==> config.mk <==
export PLATFORM = sky130hd
export DESIGN_NAME = sflash_front_end
export DESIGN_NICKNAME = d
export VERILOG_FILES = /design/src/rtl/sflash_pkg.sv /design/src/rtl/byte_fifo_if.sv /design/src/rtl/sflash_front_end.sv /design/src/rtl/sflash_fifo.sv
export SDC_FILE = /design/constraint.sdc
export NUM_CORES = 1
export LEC_CHECK = 0
export BUFFER_PORTS_ARGS = -buffer_cell sky130_fd_sc_hd__buf_2
export CORE_ASPECT_RATIO = 0.9
export CORE_MARGIN = 2
export CORE_UTILIZATION = 55
export DETAILED_ROUTE_END_ITERATION = 10
export MAX_ROUTING_LAYER = met4
export PLACE_DENSITY = 0.84
export SYNTH_ARGS = -nofsm -noshare
export SYNTH_HDL_FRONTEND = slang
export SYNTH_SLANG_ARGS = --single-unit
==> constraint.sdc <==
create_clock -name clk -period 5.02 [get_ports clk]
set_input_delay 0 -clock clk [delete_from_list [all_inputs] [get_ports clk]]
set_output_delay 0 -clock clk [all_outputs]
set_load 0.005 [all_outputs]
==> src/rtl/sflash_pkg.sv <==
package sflash_pkg;

  localparam logic [7:0] CMD_WRITE_ENABLE      = 8'h06;
  localparam logic [7:0] CMD_WRITE_DISABLE     = 8'h04;
  localparam logic [7:0] CMD_STATUS_READ       = 8'h05;
  localparam logic [7:0] CMD_STATUS_WRITE      = 8'h01;
  localparam logic [7:0] CMD_READ              = 8'h03;
  localparam logic [7:0] CMD_READ_FAST         = 8'h0B;
  localparam logic [7:0] CMD_READ_DUAL         = 8'hBB;
  localparam logic [7:0] CMD_READ_QUAD         = 8'hEB;
  localparam logic [7:0] CMD_PROGRAM           = 8'h02;
  localparam logic [7:0] CMD_ERASE_SECTOR      = 8'h20;
  localparam logic [7:0] CMD_ERASE_32K         = 8'h52;
  localparam logic [7:0] CMD_ERASE_64K         = 8'hD8;
  localparam logic [7:0] CMD_ERASE_CHIP        = 8'h60;
  localparam logic [7:0] CMD_ERASE_CHIP_ALT    = 8'hC7;
  localparam logic [7:0] CMD_IDENTIFICATION_READ = 8'h9F;
  localparam logic [7:0] CMD_SIGNATURE_READ    = 8'hAB;
  localparam logic [7:0] CMD_MFR_DEV_READ      = 8'h90;
  localparam logic [7:0] CMD_MFR_DEV_READ_DUAL = 8'hEF;
  localparam logic [7:0] CMD_MFR_DEV_READ_QUAD = 8'hDF;

  localparam logic [4:0] ADDR_BITS   = 5'h18;
  localparam logic [4:0] DUMMY_FAST  = 5'h08;
  localparam logic [4:0] DUMMY_DUAL  = 5'h04;
  localparam logic [4:0] DUMMY_QUAD  = 5'h06;
  localparam logic [4:0] DUMMY_SIG   = 5'h18;
  localparam logic [8:0] PAGE_BYTES  = 9'h100;
  localparam logic [3:0] BP_RST      = 4'h0;
  localparam int         ARRAY_AW    = 19;
  localparam int         DATA_W      = 8;
  localparam int         FIFO_DEPTH  = 32;

  typedef enum logic [2:0] {
    OP_NONE,
    OP_PAGE,
    OP_SECTOR,
    OP_BLK32,
    OP_BLK64,
    OP_CHIP
  } op_kind_e;

endpackage

==> src/rtl/byte_fifo_if.sv <==
`timescale 1ns/100ps
interface byte_fifo_if #(parameter int W = 8);
  logic         in_valid;
  logic         in_ready;
  logic [W-1:0] in_data;
  logic         flush;
  logic         out_valid;
  logic         out_ready;
  logic [W-1:0] out_data;
  modport fill (output in_valid, in_data, flush, out_ready,
                input  in_ready, out_valid, out_data);
  modport store (input  in_valid, in_data, flush, out_ready,
                 output in_ready, out_valid, out_data);
endinterface

==> src/rtl/sflash_front_end.sv <==
`timescale 1ns/100ps
module sflash_front_end #(
  parameter logic [7:0] MFR_CODE   = 8'hA5, // arbitrary value
  parameter logic [7:0] DEV_TYPE   = 8'h3C, // arbitrary value
  parameter logic [7:0] DEV_CAP    = 8'h13, // arbitrary value
  parameter logic [7:0] DEV_SIG    = 8'h13, // arbitrary value
  parameter int         FIFO_DEPTH = sflash_pkg::FIFO_DEPTH
) (
  input  wire logic                          clk,
  input  wire logic                          sys_rst,
  input  wire logic                          cs_n,
  input  wire logic                          sclk,
  input  wire logic                          serial_in_io0_in,
  output logic                               serial_in_io0_out,
  output logic                               serial_in_io0_oe_n,
  input  wire logic                          serial_out_io1_in,
  output logic                               serial_out_io1_out,
  output logic                               serial_out_io1_oe_n,
  input  wire logic                          write_protect_n_io2_in,
  output logic                               write_protect_n_io2_out,
  output logic                               write_protect_n_io2_oe_n,
  input  wire logic                          pause_n_io3_in,
  output logic                               pause_n_io3_out,
  output logic                               pause_n_io3_oe_n,
  output logic [sflash_pkg::ARRAY_AW-1:0]    array_rd_addr,
  input  wire logic [7:0]                    array_rd_data,
  output logic                               prog_valid,
  input  wire logic                          prog_ready,
  output logic [7:0]                         prog_data,
  output logic                               op_start,
  output sflash_pkg::op_kind_e               op_kind,
  output logic [sflash_pkg::ARRAY_AW-1:0]    op_addr,
  output logic                               page_cancel,
  input  wire logic                          array_done,
  output logic                               standby,
  output logic                               op_in_progress_flag,
  output logic                               write_enable_latch,
  output logic [3:0]                         block_protect_bits,
  output logic                               quad_enable
);
  import sflash_pkg::*;

  typedef enum logic [2:0] {
    ST_CMD, ST_DEC, ST_ADDR, ST_DUMMY, ST_DIN, ST_DOUT, ST_IDLE
  } fe_state_e;

  ////////////////////////////////////////////////////////////////////////////
  // pin synchronisers
  logic [1:0] cs_sy;
  logic [1:0] sck_sy;
  logic [3:0] io_a;
  logic [3:0] io_b;
  logic       cs_d;
  logic       sck_d;

  always_ff @(posedge clk) begin
    if (sys_rst) begin
      cs_sy  <= 2'h3;
      sck_sy <= 2'h0;
      io_a   <= 4'hF;
      io_b   <= 4'hF;
      cs_d   <= 1'b1;
      sck_d  <= 1'b0;
    end else begin
      cs_sy  <= {cs_sy[0], cs_n};
      sck_sy <= {sck_sy[0], sclk};
      io_a   <= {pause_n_io3_in, write_protect_n_io2_in,
                 serial_out_io1_in, serial_in_io0_in};
      io_b   <= io_a;
      cs_d   <= cs_sy[1];
      sck_d  <= sck_sy[1];
    end
  end

  ////////////////////////////////////////////////////////////////////////////
  // state and decode
  fe_state_e  st_reg;
  fe_state_e  st_next;
  logic [7:0] cmd_reg;
  logic [7:0] sh_reg;
  logic [2:0] bcnt_reg;
  logic [4:0] cnt_reg;
  logic [23:0] addr_reg;
  logic       bad_reg;
  logic       got_reg;
  logic [7:0] stat_in_reg;
  logic [8:0] pcnt_reg;
  logic [2:0] ocnt_reg;
  logic [7:0] out_sh_reg;
  logic [1:0] idx_reg;
  logic [3:0] io_o_reg;
  logic [3:0] oe_n_reg;
  logic       wel_reg;
  logic       wip_reg;
  logic       status_write_disable_bit_reg;
  logic       qe_reg;
  logic [3:0] bp_reg;
  logic       op_start_reg;
  op_kind_e   op_kind_reg;
  logic [23:0] op_addr_reg;
  logic       cancel_reg;
  byte_fifo_if #(.W(DATA_W)) fifo ();

  wire sel      = !cs_sy[1];
  wire cs_rise  = cs_sy[1] && !cs_d;
  wire cs_fall  = !cs_sy[1] && cs_d;
  wire c_quad   = cmd_reg == CMD_READ_QUAD || cmd_reg == CMD_MFR_DEV_READ_QUAD;
  wire c_dual   = cmd_reg == CMD_READ_DUAL || cmd_reg == CMD_MFR_DEV_READ_DUAL;
  wire quad_live = st_reg != ST_CMD && c_quad;
  wire paused   = sel && !io_b[3] && !quad_live;
  wire rise     = sel && sck_sy[1] && !sck_d && !paused;
  wire fall     = sel && !sck_sy[1] && sck_d && !paused;

  wire [2:0] c_lanes = c_quad ? 3'h4 : c_dual ? 3'h2 : 3'h1;
  wire [2:0] lanes   = st_reg == ST_CMD ? 3'h1 : c_lanes;
  wire c_arr = cmd_reg == CMD_READ || cmd_reg == CMD_READ_FAST || c_dual
               && cmd_reg == CMD_READ_DUAL || cmd_reg == CMD_READ_QUAD;
  wire c_mfr = cmd_reg == CMD_MFR_DEV_READ
               || cmd_reg == CMD_MFR_DEV_READ_DUAL
               || cmd_reg == CMD_MFR_DEV_READ_QUAD;
  wire c_chip = cmd_reg == CMD_ERASE_CHIP || cmd_reg == CMD_ERASE_CHIP_ALT;
  wire op_kind_e c_kind =
      cmd_reg == CMD_PROGRAM      ? OP_PAGE   :
      cmd_reg == CMD_ERASE_SECTOR ? OP_SECTOR :
      cmd_reg == CMD_ERASE_32K    ? OP_BLK32  :
      cmd_reg == CMD_ERASE_64K    ? OP_BLK64  :
      c_chip                      ? OP_CHIP   : OP_NONE;
  wire c_op   = c_kind != OP_NONE;
  wire c_addr = c_arr || c_mfr || (c_op && !c_chip);
  wire c_out  = c_arr || c_mfr || cmd_reg == CMD_STATUS_READ
                || cmd_reg == CMD_IDENTIFICATION_READ
                || cmd_reg == CMD_SIGNATURE_READ;
  wire c_in   = cmd_reg == CMD_STATUS_WRITE || cmd_reg == CMD_PROGRAM;
  wire [4:0] c_dummy =
      cmd_reg == CMD_READ_FAST      ? DUMMY_FAST :
      cmd_reg == CMD_READ_DUAL      ? DUMMY_DUAL :
      cmd_reg == CMD_READ_QUAD      ? DUMMY_QUAD :
      cmd_reg == CMD_SIGNATURE_READ ? DUMMY_SIG  : 5'h00;
  wire fe_state_e after_addr = c_dummy != 5'h00 ? ST_DUMMY :
                               c_out ? ST_DOUT : c_in ? ST_DIN : ST_IDLE;
  wire busy_block = wip_reg && cmd_reg != CMD_STATUS_READ;

  ////////////////////////////////////////////////////////////////////////////
  // input shifting
  // msb first into shifter
  wire [7:0] sh_nx = lanes == 3'h4 ? {sh_reg[3:0], io_b}        :
                     lanes == 3'h2 ? {sh_reg[5:0], io_b[1:0]}   :
                                     {sh_reg[6:0], io_b[0]};
  wire [23:0] addr_nx = lanes == 3'h4 ? {addr_reg[19:0], io_b}      :
                        lanes == 3'h2 ? {addr_reg[21:0], io_b[1:0]} :
                                        {addr_reg[22:0], io_b[0]};
  wire [3:0] bsum     = {1'b0, bcnt_reg} + {1'b0, lanes};
  wire       byte_end = bsum[3];
  wire [4:0] asum     = cnt_reg + {2'h0, lanes};
  wire [4:0] dsum     = cnt_reg + 5'h01;
  wire       shifting = rise && (st_reg == ST_CMD || st_reg == ST_DIN);
  wire       din_byte = rise && byte_end && st_reg == ST_DIN;
  wire       push = din_byte && cmd_reg == CMD_PROGRAM
                    && pcnt_reg != PAGE_BYTES;

  always_comb begin
    st_next = st_reg;
    if (cs_fall) begin
      st_next = ST_CMD;
    end else begin
      case (st_reg)
        ST_CMD: if (rise && byte_end) st_next = ST_DEC;
        ST_DEC: st_next = busy_block ? ST_IDLE :
                          c_addr ? ST_ADDR : after_addr;
        ST_ADDR: if (rise && asum == ADDR_BITS) st_next = after_addr;
        ST_DUMMY: if (rise && dsum == c_dummy) st_next = ST_DOUT;
        default: st_next = st_reg;
      endcase
    end
  end

  always_ff @(posedge clk) begin
    if (sys_rst) begin
      st_reg <= ST_CMD;
    end else begin
      st_reg <= st_next;
    end
  end

  always_ff @(posedge clk) begin
    if (sys_rst || st_next != st_reg) begin
      cnt_reg <= 5'h00;
    end else if (rise && st_reg == ST_ADDR) begin
      cnt_reg <= asum;
    end else if (rise && st_reg == ST_DUMMY) begin
      cnt_reg <= dsum;
    end
  end

  always_ff @(posedge clk) begin
    if (sys_rst || cs_fall) begin
      bcnt_reg <= 3'h0;
      sh_reg   <= 8'h00;
    end else if (shifting) begin
      bcnt_reg <= bsum[2:0];
      sh_reg   <= sh_nx;
    end
  end

  always_ff @(posedge clk) begin
    if (sys_rst) begin
      cmd_reg <= 8'h00;
    end else if (rise && byte_end && st_reg == ST_CMD) begin
      cmd_reg <= sh_nx;
    end
  end

  always_ff @(posedge clk) begin
    if (sys_rst || cs_fall) begin
      bad_reg <= 1'b0;
    end else if ((st_reg == ST_DEC && busy_block)
                 || (rise && st_reg == ST_IDLE)
                 || (push && !fifo.in_ready)) begin
      bad_reg <= 1'b1;
    end
  end

  always_ff @(posedge clk) begin
    if (sys_rst || cs_fall) begin
      got_reg     <= 1'b0;
      stat_in_reg <= 8'h00;
      pcnt_reg    <= 9'h000;
    end else begin
      if (din_byte && cmd_reg == CMD_STATUS_WRITE && !got_reg) begin
        got_reg     <= 1'b1;
        stat_in_reg <= sh_nx;
      end
      if (push) begin
        pcnt_reg <= pcnt_reg + 9'h001;
      end
    end
  end

  ////////////////////////////////////////////////////////////////////////////
  // output shifting
  wire [7:0] status = {status_write_disable_bit_reg, qe_reg, bp_reg, wel_reg, wip_reg};
  wire [7:0] id_byte = idx_reg == 2'h0 ? MFR_CODE :
                       idx_reg == 2'h1 ? DEV_TYPE : DEV_CAP;
  wire [7:0] md_byte = (addr_reg[0] ^ idx_reg[0]) ? DEV_SIG : MFR_CODE;
  wire [7:0] src = c_arr ? array_rd_data :
                   cmd_reg == CMD_STATUS_READ ? status :
                   cmd_reg == CMD_IDENTIFICATION_READ ? id_byte :
                   cmd_reg == CMD_SIGNATURE_READ ? DEV_SIG : md_byte;
  wire       dfall = fall && st_reg == ST_DOUT;
  wire       load  = dfall && ocnt_reg == 3'h0;
  wire [7:0] word  = ocnt_reg == 3'h0 ? src : out_sh_reg;
  wire [3:0] io_nx = lanes == 3'h4 ? word[7:4] :
                     lanes == 3'h2 ? {2'h0, word[7:6]} :
                                     {2'h0, word[7], 1'b0};
  wire [3:0] oe_nx = lanes == 3'h4 ? 4'h0 : lanes == 3'h2 ? 4'hC : 4'hD;
  wire [1:0] idx_nx = (cmd_reg == CMD_IDENTIFICATION_READ
                       && idx_reg == 2'h2) ? 2'h0 : idx_reg + 2'h1;

  always_ff @(posedge clk) begin
    if (sys_rst || cs_fall) begin
      ocnt_reg   <= 3'h0;
      out_sh_reg <= 8'h00;
      idx_reg    <= 2'h0;
    end else if (dfall) begin
      ocnt_reg   <= ocnt_reg + lanes;
      out_sh_reg <= word << lanes;
      if (load) begin
        idx_reg <= idx_nx;
      end
    end
  end

  always_ff @(posedge clk) begin
    if (sys_rst) begin
      addr_reg <= 24'h000000;
    end else if (rise && st_reg == ST_ADDR) begin
      addr_reg <= addr_nx;
    end else if (load && c_arr) begin
      addr_reg <= addr_reg + 24'h000001;
    end
  end

  always_ff @(posedge clk) begin
    if (sys_rst) begin
      io_o_reg <= 4'h0;
      oe_n_reg <= 4'hF;
    end else if (!sel || paused) begin
      oe_n_reg <= 4'hF;
    end else if (dfall) begin
      io_o_reg <= io_nx;
      oe_n_reg <= oe_nx;
    end
  end

  ////////////////////////////////////////////////////////////////////////////
  // commit at deselect
  wire [2:0] blk = addr_reg[18:16];
  wire prot_blk = bp_reg == 4'h0 ? 1'b0 :
                  bp_reg == 4'h1 ? blk == 3'h7 :
                  bp_reg == 4'h2 ? blk >= 3'h6 :
                  bp_reg == 4'h3 ? blk >= 3'h4 :
                  bp_reg == 4'hC ? blk <= 3'h3 :
                  bp_reg == 4'hD ? blk <= 3'h5 :
                  bp_reg == 4'hE ? blk <= 3'h6 : 1'b1;
  wire prot_hit = c_chip ? bp_reg != 4'h0 : prot_blk;
  wire aligned  = !bad_reg && (st_reg == ST_IDLE
                  || (st_reg == ST_DIN && bcnt_reg == 3'h0));
  wire commit   = cs_rise && aligned && !wip_reg;
  wire hw_lock  = status_write_disable_bit_reg && !io_b[2] && !qe_reg;
  wire stat_ok  = commit && cmd_reg == CMD_STATUS_WRITE && got_reg
                  && wel_reg && !hw_lock;
  wire op_ok    = commit && c_op && wel_reg && !prot_hit
                  && (cmd_reg != CMD_PROGRAM || pcnt_reg != 9'h000);
  wire cancel   = cs_rise && st_reg != ST_CMD
                  && cmd_reg == CMD_PROGRAM && !op_ok && !wip_reg;

  always_ff @(posedge clk) begin
    if (sys_rst) begin
      wel_reg <= 1'b0;
    end else if (commit && cmd_reg == CMD_WRITE_ENABLE) begin
      wel_reg <= 1'b1;
    end else if ((commit && cmd_reg == CMD_WRITE_DISABLE)
                 || stat_ok || op_ok) begin
      wel_reg <= 1'b0;
    end
  end

  always_ff @(posedge clk) begin
    if (sys_rst) begin
      status_write_disable_bit_reg <= 1'b0;
      qe_reg   <= 1'b0;
      bp_reg   <= BP_RST;
    end else if (stat_ok) begin
      status_write_disable_bit_reg <= stat_in_reg[7];
      qe_reg   <= stat_in_reg[6];
      bp_reg   <= stat_in_reg[5:2];
    end
  end

  // array runs timed op and verify
  always_ff @(posedge clk) begin
    if (sys_rst) begin
      wip_reg <= 1'b0;
    end else if (op_ok) begin
      wip_reg <= 1'b1;
    end else if (array_done) begin
      wip_reg <= 1'b0;
    end
  end

  always_ff @(posedge clk) begin
    if (sys_rst) begin
      op_start_reg <= 1'b0;
      op_kind_reg  <= OP_NONE;
      op_addr_reg  <= 24'h000000;
      cancel_reg   <= 1'b0;
    end else begin
      op_start_reg <= op_ok;
      cancel_reg   <= cancel;
      if (op_ok) begin
        op_kind_reg <= c_kind;
        op_addr_reg <= addr_reg;
      end
    end
  end

  ////////////////////////////////////////////////////////////////////////////
  // program data buffer
  assign fifo.in_valid  = push;
  assign fifo.in_data   = sh_nx;
  assign fifo.flush     = cancel;
  assign fifo.out_ready = prog_ready;

  sflash_fifo #(.W(DATA_W), .DEPTH(FIFO_DEPTH)) u_fifo (
    .clk     (clk),
    .sys_rst (sys_rst),
    .port    (fifo)
  );

  ////////////////////////////////////////////////////////////////////////////
  // outputs
  assign prog_valid               = fifo.out_valid;
  assign prog_data                = fifo.out_data;
  assign array_rd_addr            = addr_reg[ARRAY_AW-1:0];
  assign op_start                 = op_start_reg;
  assign op_kind                  = op_kind_reg;
  assign op_addr                  = op_addr_reg[ARRAY_AW-1:0];
  assign page_cancel              = cancel_reg;
  assign standby                  = cs_sy[1] && !wip_reg;
  assign op_in_progress_flag      = wip_reg;
  assign write_enable_latch       = wel_reg;
  assign block_protect_bits       = bp_reg;
  assign quad_enable              = qe_reg;
  assign serial_in_io0_out        = io_o_reg[0];
  assign serial_out_io1_out       = io_o_reg[1];
  assign write_protect_n_io2_out  = io_o_reg[2];
  assign pause_n_io3_out          = io_o_reg[3];
  assign serial_in_io0_oe_n       = oe_n_reg[0];
  assign serial_out_io1_oe_n      = oe_n_reg[1];
  assign write_protect_n_io2_oe_n = oe_n_reg[2];
  assign pause_n_io3_oe_n         = oe_n_reg[3];
endmodule

==> src/rtl/sflash_fifo.sv <==
`timescale 1ns/100ps
module sflash_fifo #(
  parameter int W     = 8,
  parameter int DEPTH = 32
) (
  input wire logic   clk,
  input wire logic   sys_rst,
  byte_fifo_if.store port
);
  localparam int AW = $clog2(DEPTH);

  logic [W-1:0] mem [DEPTH];
  logic [AW:0]  wr_reg;
  logic [AW:0]  rd_reg;
  wire  [AW:0]  fill_lvl = wr_reg - rd_reg;
  wire          full     = fill_lvl == (AW+1)'(DEPTH);
  wire          empty    = wr_reg == rd_reg;
  wire          push     = port.in_valid && !full;
  wire          pop      = port.out_ready && !empty;

  assign port.in_ready  = !full;
  assign port.out_valid = !empty;
  assign port.out_data  = mem[rd_reg[AW-1:0]];

  always_ff @(posedge clk) begin
    if (push) begin
      mem[wr_reg[AW-1:0]] <= port.in_data;
    end
  end

  always_ff @(posedge clk) begin
    if (sys_rst || port.flush) begin
      wr_reg <= '0;
      rd_reg <= '0;
    end else begin
      if (push) begin
        wr_reg <= wr_reg + 1'b1;
      end
      if (pop) begin
        rd_reg <= rd_reg + 1'b1;
      end
    end
  end
endmodule

Word-level counts from Yosys, hierarchy flattened:

Memory sizes are Yosys's and may differ from the RTL's. A register that Yosys moved wholly into a read port is not among the register bits.
Cells that the tools add are included.

* add/subtract/negate cells: 10
* magnitude comparators: 5
* eq/ne operators: 44
* shift operators: 1
* mux-type cells: 59
* bitwise operators: 2
* reductions and logical operators: 116

Operator list (number)
* $mux 24: 4
* $eq 8x8->1 const B: 9
* $mux 8: 9
* $logic_and 1x1->1: 56
* $mux 3: 14
* $mux 5: 8
* $logic_or 1x1->1: 25
* $add 24x1->24 const B: 1
* $eq 8x3->1 const B: 3
* $logic_not 1->1: 18
* $eq 8x2->1 const B: 2
* $eq 8x7->1 const B: 2
* $mux 1: 16
* $eq 3x3->1 const B: 5
* $add 6x1->6 const B: 2
* $eq 4x4->1 const B: 3
* $pmux 3 s4: 1
* $add 9x1->9 const B: 1
* $eq 3x2->1 const B: 3
* $logic_not 3->1: 3
* $ne 9x9->1 const B: 1
* $reduce_bool 9->1: 1
* $eq 4x2->1 const B: 2
* $eq 8x1->1 const B: 1
* other kinds (36): 47

* register bits after elaboration: 148
* RAM bits: 256
* bits of input ports: 18
* output and inout port bits: 68
* logic and storage cells: 270
* memories kept: 1

Memory list
* u_fifo.mem: depth 32, width 8, read ports 1, clocked after Yosys merged registers in 1, write ports 1, RTL line sflash_fifo.sv:12 `logic [W-1:0] mem [DEPTH];`

Logic depth before layout (Yosys ltp):

* depth after elaboration: 17
* gate-level depth with buffers: 17
* gate-level depth less buffers: 13

Modules after synthesis:

Synthesis repeated with hierarchy kept, for this count alone.

* cells, all modules: 1387
* area, all modules: 17947.2 µm²

Modules (own cells, without submodules)
* sflash_fifo: times used 1, cells each 523, area each 10850.4 µm², sequential area each 8027.7 µm²
* sflash_front_end: times used 1, cells each 864, area each 7096.8 µm², sequential area each 2562.5 µm²

Worst setup path before layout:

No wires, ideal clock.

* path kind: reg2reg
* start: register cmd_reg[6]
* end: register cnt_reg[2]
* data arrival time: 3.955 ns
* data required time: 4.879 ns
* path slack: 0.924 ns
* cell stages (with the launch flop): 17
* buffers on the path: 3
* cell sequence: dfxtp_1 > clkbuf_1 > and4b_1 > o311a_1 > inv_1 > clkbuf_1 > clkbuf_1 > ha_1 > inv_1 > fa_1 > xor2_1 > and3_1 > o2111ai_1 > a2bb2oi_1 > or2_2 > a211oi_1 > nor4b_1

* longest elaborated chain between the ends: 17

RTL lines
* from (decl): RTL line sflash_front_end.sv:79 `logic [7:0] cmd_reg;`
* from (signal assigned): RTL line sflash_front_end.sv:209 `cmd_reg <= sh_nx;`
* branches (longest 17 deep; another with $add 5x3->5)
* to (signal assigned): RTL line sflash_front_end.sv:189 `cnt_reg <= asum;`
* to (signal assigned): RTL line sflash_front_end.sv:191 `cnt_reg <= dsum;`
* to (decl): RTL line sflash_front_end.sv:82 `logic [4:0] cnt_reg;`

Several ways; the timed one is not identified.
A chain may end at the register's enable or synchronous reset.

Worst setup path after layout:

* start: register cmd_reg[4]
* end: memory u_fifo.mem[21][0], enable pin

* longest elaborated chain between the ends: 14

RTL lines
* branches (longest 9 deep; another with $add 3x3->4)
* $logic_and 1x1->1 (*): RTL line sflash_front_end.sv:158 `wire push = din_byte && cmd_reg == CMD_PROGRAM`
* $logic_and 1x1->1 (*): RTL line sflash_front_end.sv:159 `&& pcnt_reg != PAGE_BYTES;`
* $logic_and 1x1->1 (*): RTL line sflash_fifo.sv:18 `wire push = port.in_valid && !full;`
* $mux 1 (*): RTL line sflash_fifo.sv:26 `if (push) begin`
* $mux 1 (not written as such) (*): RTL line sflash_fifo.sv:27 `mem[wr_reg[AW-1:0]] <= port.in_data;`
* to (decl): RTL line sflash_fifo.sv:12

Every way passes the cells marked *.

==> reports/metrics.csv <==
stage,metric,value,unit
timing,hold_viol,0,
worst_setup_path,crit_path_frequent_cell,nor2_1,
timing,finalMaxSlewViolations,0,
power_and_ir_drop,power.density,323,mW/mm^2
timing,finalSetupViolations,0,
global_route,grt_pass1_wl,74800,um
timing,fin_crit_sh,97.4,%
synthesis,synth-xor-area-share,1.70,%
power_and_ir_drop,swShare,20.6,%
synthesis,syn-num-nets,1459,
synthesis,ys_warn_count,0,
run,max_cap_violations,0,
timing,maxSlewHeadroom,25.3,%
layout,area_growth_syn_to_layout,12.8,%
worst_setup_path,r2r_end,u_fifo.mem[21][0],
worst_setup_path,endpoint_kind,flip-flop,
synthesis,synth.cell_area,0.0180,mm^2
timing,setup_ws,0.132,ns
clocking,clk_path_buf_depth,3,
timing,skew,0.0275,ns
global_route,grt_usage,29.5,%
placement,gp_congestion,0.973,
min_path,worstHoldPathCells,5,
clocking,clkLatencyLatePin,0.56,ns
clocking,clkTransAtPathRegs,0.06,ns
timing,rsz0062_at_grt,yes,
layout,layout.nets,1534,
worst_setup_path,required,5.20,ns
worst_setup_path,r2r_cells,12,
global_route,grt_antenna_before_repair,0,
drt,dr.pass1.iters,5,
layout,drive_gt1_share,20.9,%
synthesis,synth_edf_count,256,
power_and_ir_drop,netSwitchingPower,0.00135,W
floorplan,rows,62,
drt,drt-total-wl,48400,um
drt,dr.first_iter.drc_count,1385,
synthesis,synth_fa_ha_area_share,1.79,%
placement,dp_slack,0.349,ns
floorplan,die_width,195,um
power_and_ir_drop,p_clk_share,45.9,%
synthesis,synthFlopType,edfxtp_1,
power_and_ir_drop,p_int,0.00521,W
synthesis,synth_simple_gate_area_share,13.4,%
synthesis,async_reset_ff_share,0,%
floorplan,die-area,0.0342,mm^2
timing,max_freq,205,MHz
global_route,grt_max_degree,80,
synthesis,synth-compound-area-share,8.55,%
power_and_ir_drop,power_leakage,7.05,nW
placement,port_buffers,85,
worst_setup_path,crit_path_start_kind,flip-flop,
drt,wl_per_cell,25.0,um
synthesis,synth-seq-cells,401,
global_route,grt_pass1_vias,12500,
synthesis,ys_seq_area_share,58.9,%
min_path,hold_class,in -> reg,
clocking,cts_tree,done,
min_path,min_from,array_rd_data[6],
synthesis,synthCells,1417,
placement,dp.final_hpwl,30600,um
worst_setup_path,r2r-start,cmd_reg[4],
floorplan,core,0.0320,mm^2
drt,final_antenna_net_count,0,
outcome,outcome,"complete, no violations",
floorplan,initial_core_util,56.1,%
layout,n_antenna_cell,0,
timing,finalCriticalPeriod,4.89,ns
placement,dp_cells,1853,
synthesis,postSynthAreaPerCell,12.7,um^2
clocking,root_buffer,clkbuf_16,
worst_setup_path,critical_path_class,reg -> reg,
floorplan,fp.dieH,176,um
worst_setup_path,regToRegSetupSlack,0.13,ns
clocking,cts_buffers,41,
synthesis,synth_mux_area_share,12.9,%
worst_setup_path,critical_path.max_fanout,19,
synthesis,synth_cell_types,78,
power_and_ir_drop,power_frac_seq,53.2,%
clocking,clock-sinks,401,
drt,viasPerCell,6.58,
power_and_ir_drop,irDropWorstVdd,0.000213,V
worst_setup_path,critPathLaunch,cmd_reg[4],
floorplan,io_pins,86,
drt,drc,0,
global_route,grt.overflow.total,0,
drt,routed-via-count,12800,
layout,largest_reg_flops,256,
worst_setup_path,cpMaxStageDelayCell,nor2_1,
worst_setup_path,cp.arrival,5.07,ns
power_and_ir_drop,combPwrFrac,0.9,%
timing,worst_pin_slew,1.11,ns
min_path,min_to,io_o_reg[2],
worst_setup_path,crit_path_cell_trace,"nor3b_1, o2111a_1, inv_1, nand2_1, inv_2, ha_1, a21oi_1, nor2_1, nand4_1, a211oi_2, nand3_1, nor2_1",
clocking,htree_levels,2,
worst_setup_path,max_stage_delay,0.81,ns
layout,final-instance-count-excl-fill,1939,
clocking,postCtsSetupBuffers,0,
synthesis,synth_top_family_by_area,simple AND/OR/NAND/NOR gates,
[final cells by class]
cell class                      instances  area, um^2
Fill cell                            2303       11800
Sequential cell                       401       10600
Inverter                               31         116
Multi-Input combinational cell        890        6970
Clock buffer                           50        1080
Timing Repair Buffer                  127         771
Clock inverter                         24         225
Tap cell                              416         520
[how the worst max path moves through the flow]
| stage | depth (start not counted) | slack [ns] | endpoint |
|---|---|---|---|
| 2_1_floorplan | 16 | 0.92 | cnt_reg[2] |
| 3_3_place_gp | 12 | 0.59 | u_fifo.mem[5][7] |
| 3_5_place_dp | 12 | 0.35 | u_fifo.mem[21][0] |
| 4_1_cts | 12 | 0.27 | u_fifo.mem[21][4] |
| 5_1_grt | 12 | -0.15 | u_fifo.mem[21][4] |
| 6_report | 12 | 0.13 | u_fifo.mem[21][0] |
[critical path: cells and delay by family (launching register included)]
kind / cells / cell delay (ns)
DFF: 1 / 0.74
buffers and inverters: 2 / 0.20
and+or+nand+nor: 6 / 2.31
AOI/OAI and AO/OA: 3 / 0.96
adders and majority gates: 1 / 0.30
[kinds of logic (layout without fill, tap and decap cells)]
group | count (synthesis) | after routing
XOR/XNOR | 35 | 35
adder cells (fa/ha/maj) | 24 | 24
multiplexers | 131 | 131
flip-flops | 401 | 401
buffers and inverters | 126 | 232
AND/OR/NAND/NOR | 470 | 470
AO/OA/AOI/OAI | 230 | 230
[Yosys cell counts (18+ instances only)]
master | instances | share of area, %
ha_1 | 21 | 1.5
buf_1 | 18 | 0.38
o21ai_0 | 37 | 1.0
dfxtp_1 | 145 | 16
clkbuf_1 | 64 | 1.3
nand2_1 | 108 | 2.3
a21oi_1 | 60 | 1.7
xor2_1 | 22 | 1.1
edfxtp_1 | 256 | 43
nand3_1 | 33 | 0.92
a211oi_1 | 36 | 1.5
inv_1 | 30 | 0.63
mux4_2 | 80 | 10
mux2i_1 | 43 | 2.4
nor2_1 | 138 | 2.9
nor3_1 | 22 | 0.61
nand4_1 | 20 | 0.70
[cells in the final DEF (no fill, tap or decap), types with 24 or more instances in the layout]
cell type,count
edfxtp_1,256
dfxtp_1,142
nor2_1,114
nand2_1,108
buf_2,85
mux4_2,80
a21oi_1,60
mux2i_1,43
clkbuf_16,42
o21ai_0,37
a211oi_1,36
nand3_1,33
inv_1,30
buf_4,30
nor2_2,24
[power by group through the flow]
stage          Clock, W  Combinational, W  Sequential, W
2_1_floorplan         0         0.0000306        0.00355
3_3_place_gp          0         0.0000522        0.00356
3_5_place_dp          0         0.0000530        0.00356
4_1_cts         0.00304         0.0000603        0.00349
5_1_grt         0.00316         0.0000656        0.00349
6_report        0.00301         0.0000612        0.00349
[metrics by stage]
stage	total power, W	utilization (%)	hold WS (ns)	TNS (ns)	cell area (um^2)
2_1_floorplan	0.00359	-	0.104	0	18000
3_3_place_gp	0.00361	58.7	0.184	0	18800
3_5_place_dp	0.00361	58.7	0.187	0	18800
4_1_cts	0.00659	63.1	0.00616	0	20200
5_1_grt	0.00671	63.3	0.0266	-6.96	20300
6_report	0.00656	63.3	0.0180	0	20300
[repair_timing]
item,4_1_cts,5_1_grt
endpoints found under the hold margin,15,0
hold buffers,12,0
resized for setup,0,24
endpoints found under the setup margin,0,228
[routing by layer]
layer  wire length, um  global-route usage [%]  vias up  share of wire, %
li1                  -                       -     5549                 -
met1             18900                    39.0     6309                39
met3              5030                    5.05      103                10
met4              1400                    9.55        0               2.9
met5                 0                       -        -                 0
met2             23100                    47.0      796                48
Note: power is estimated with default switching activity, not from simulation.
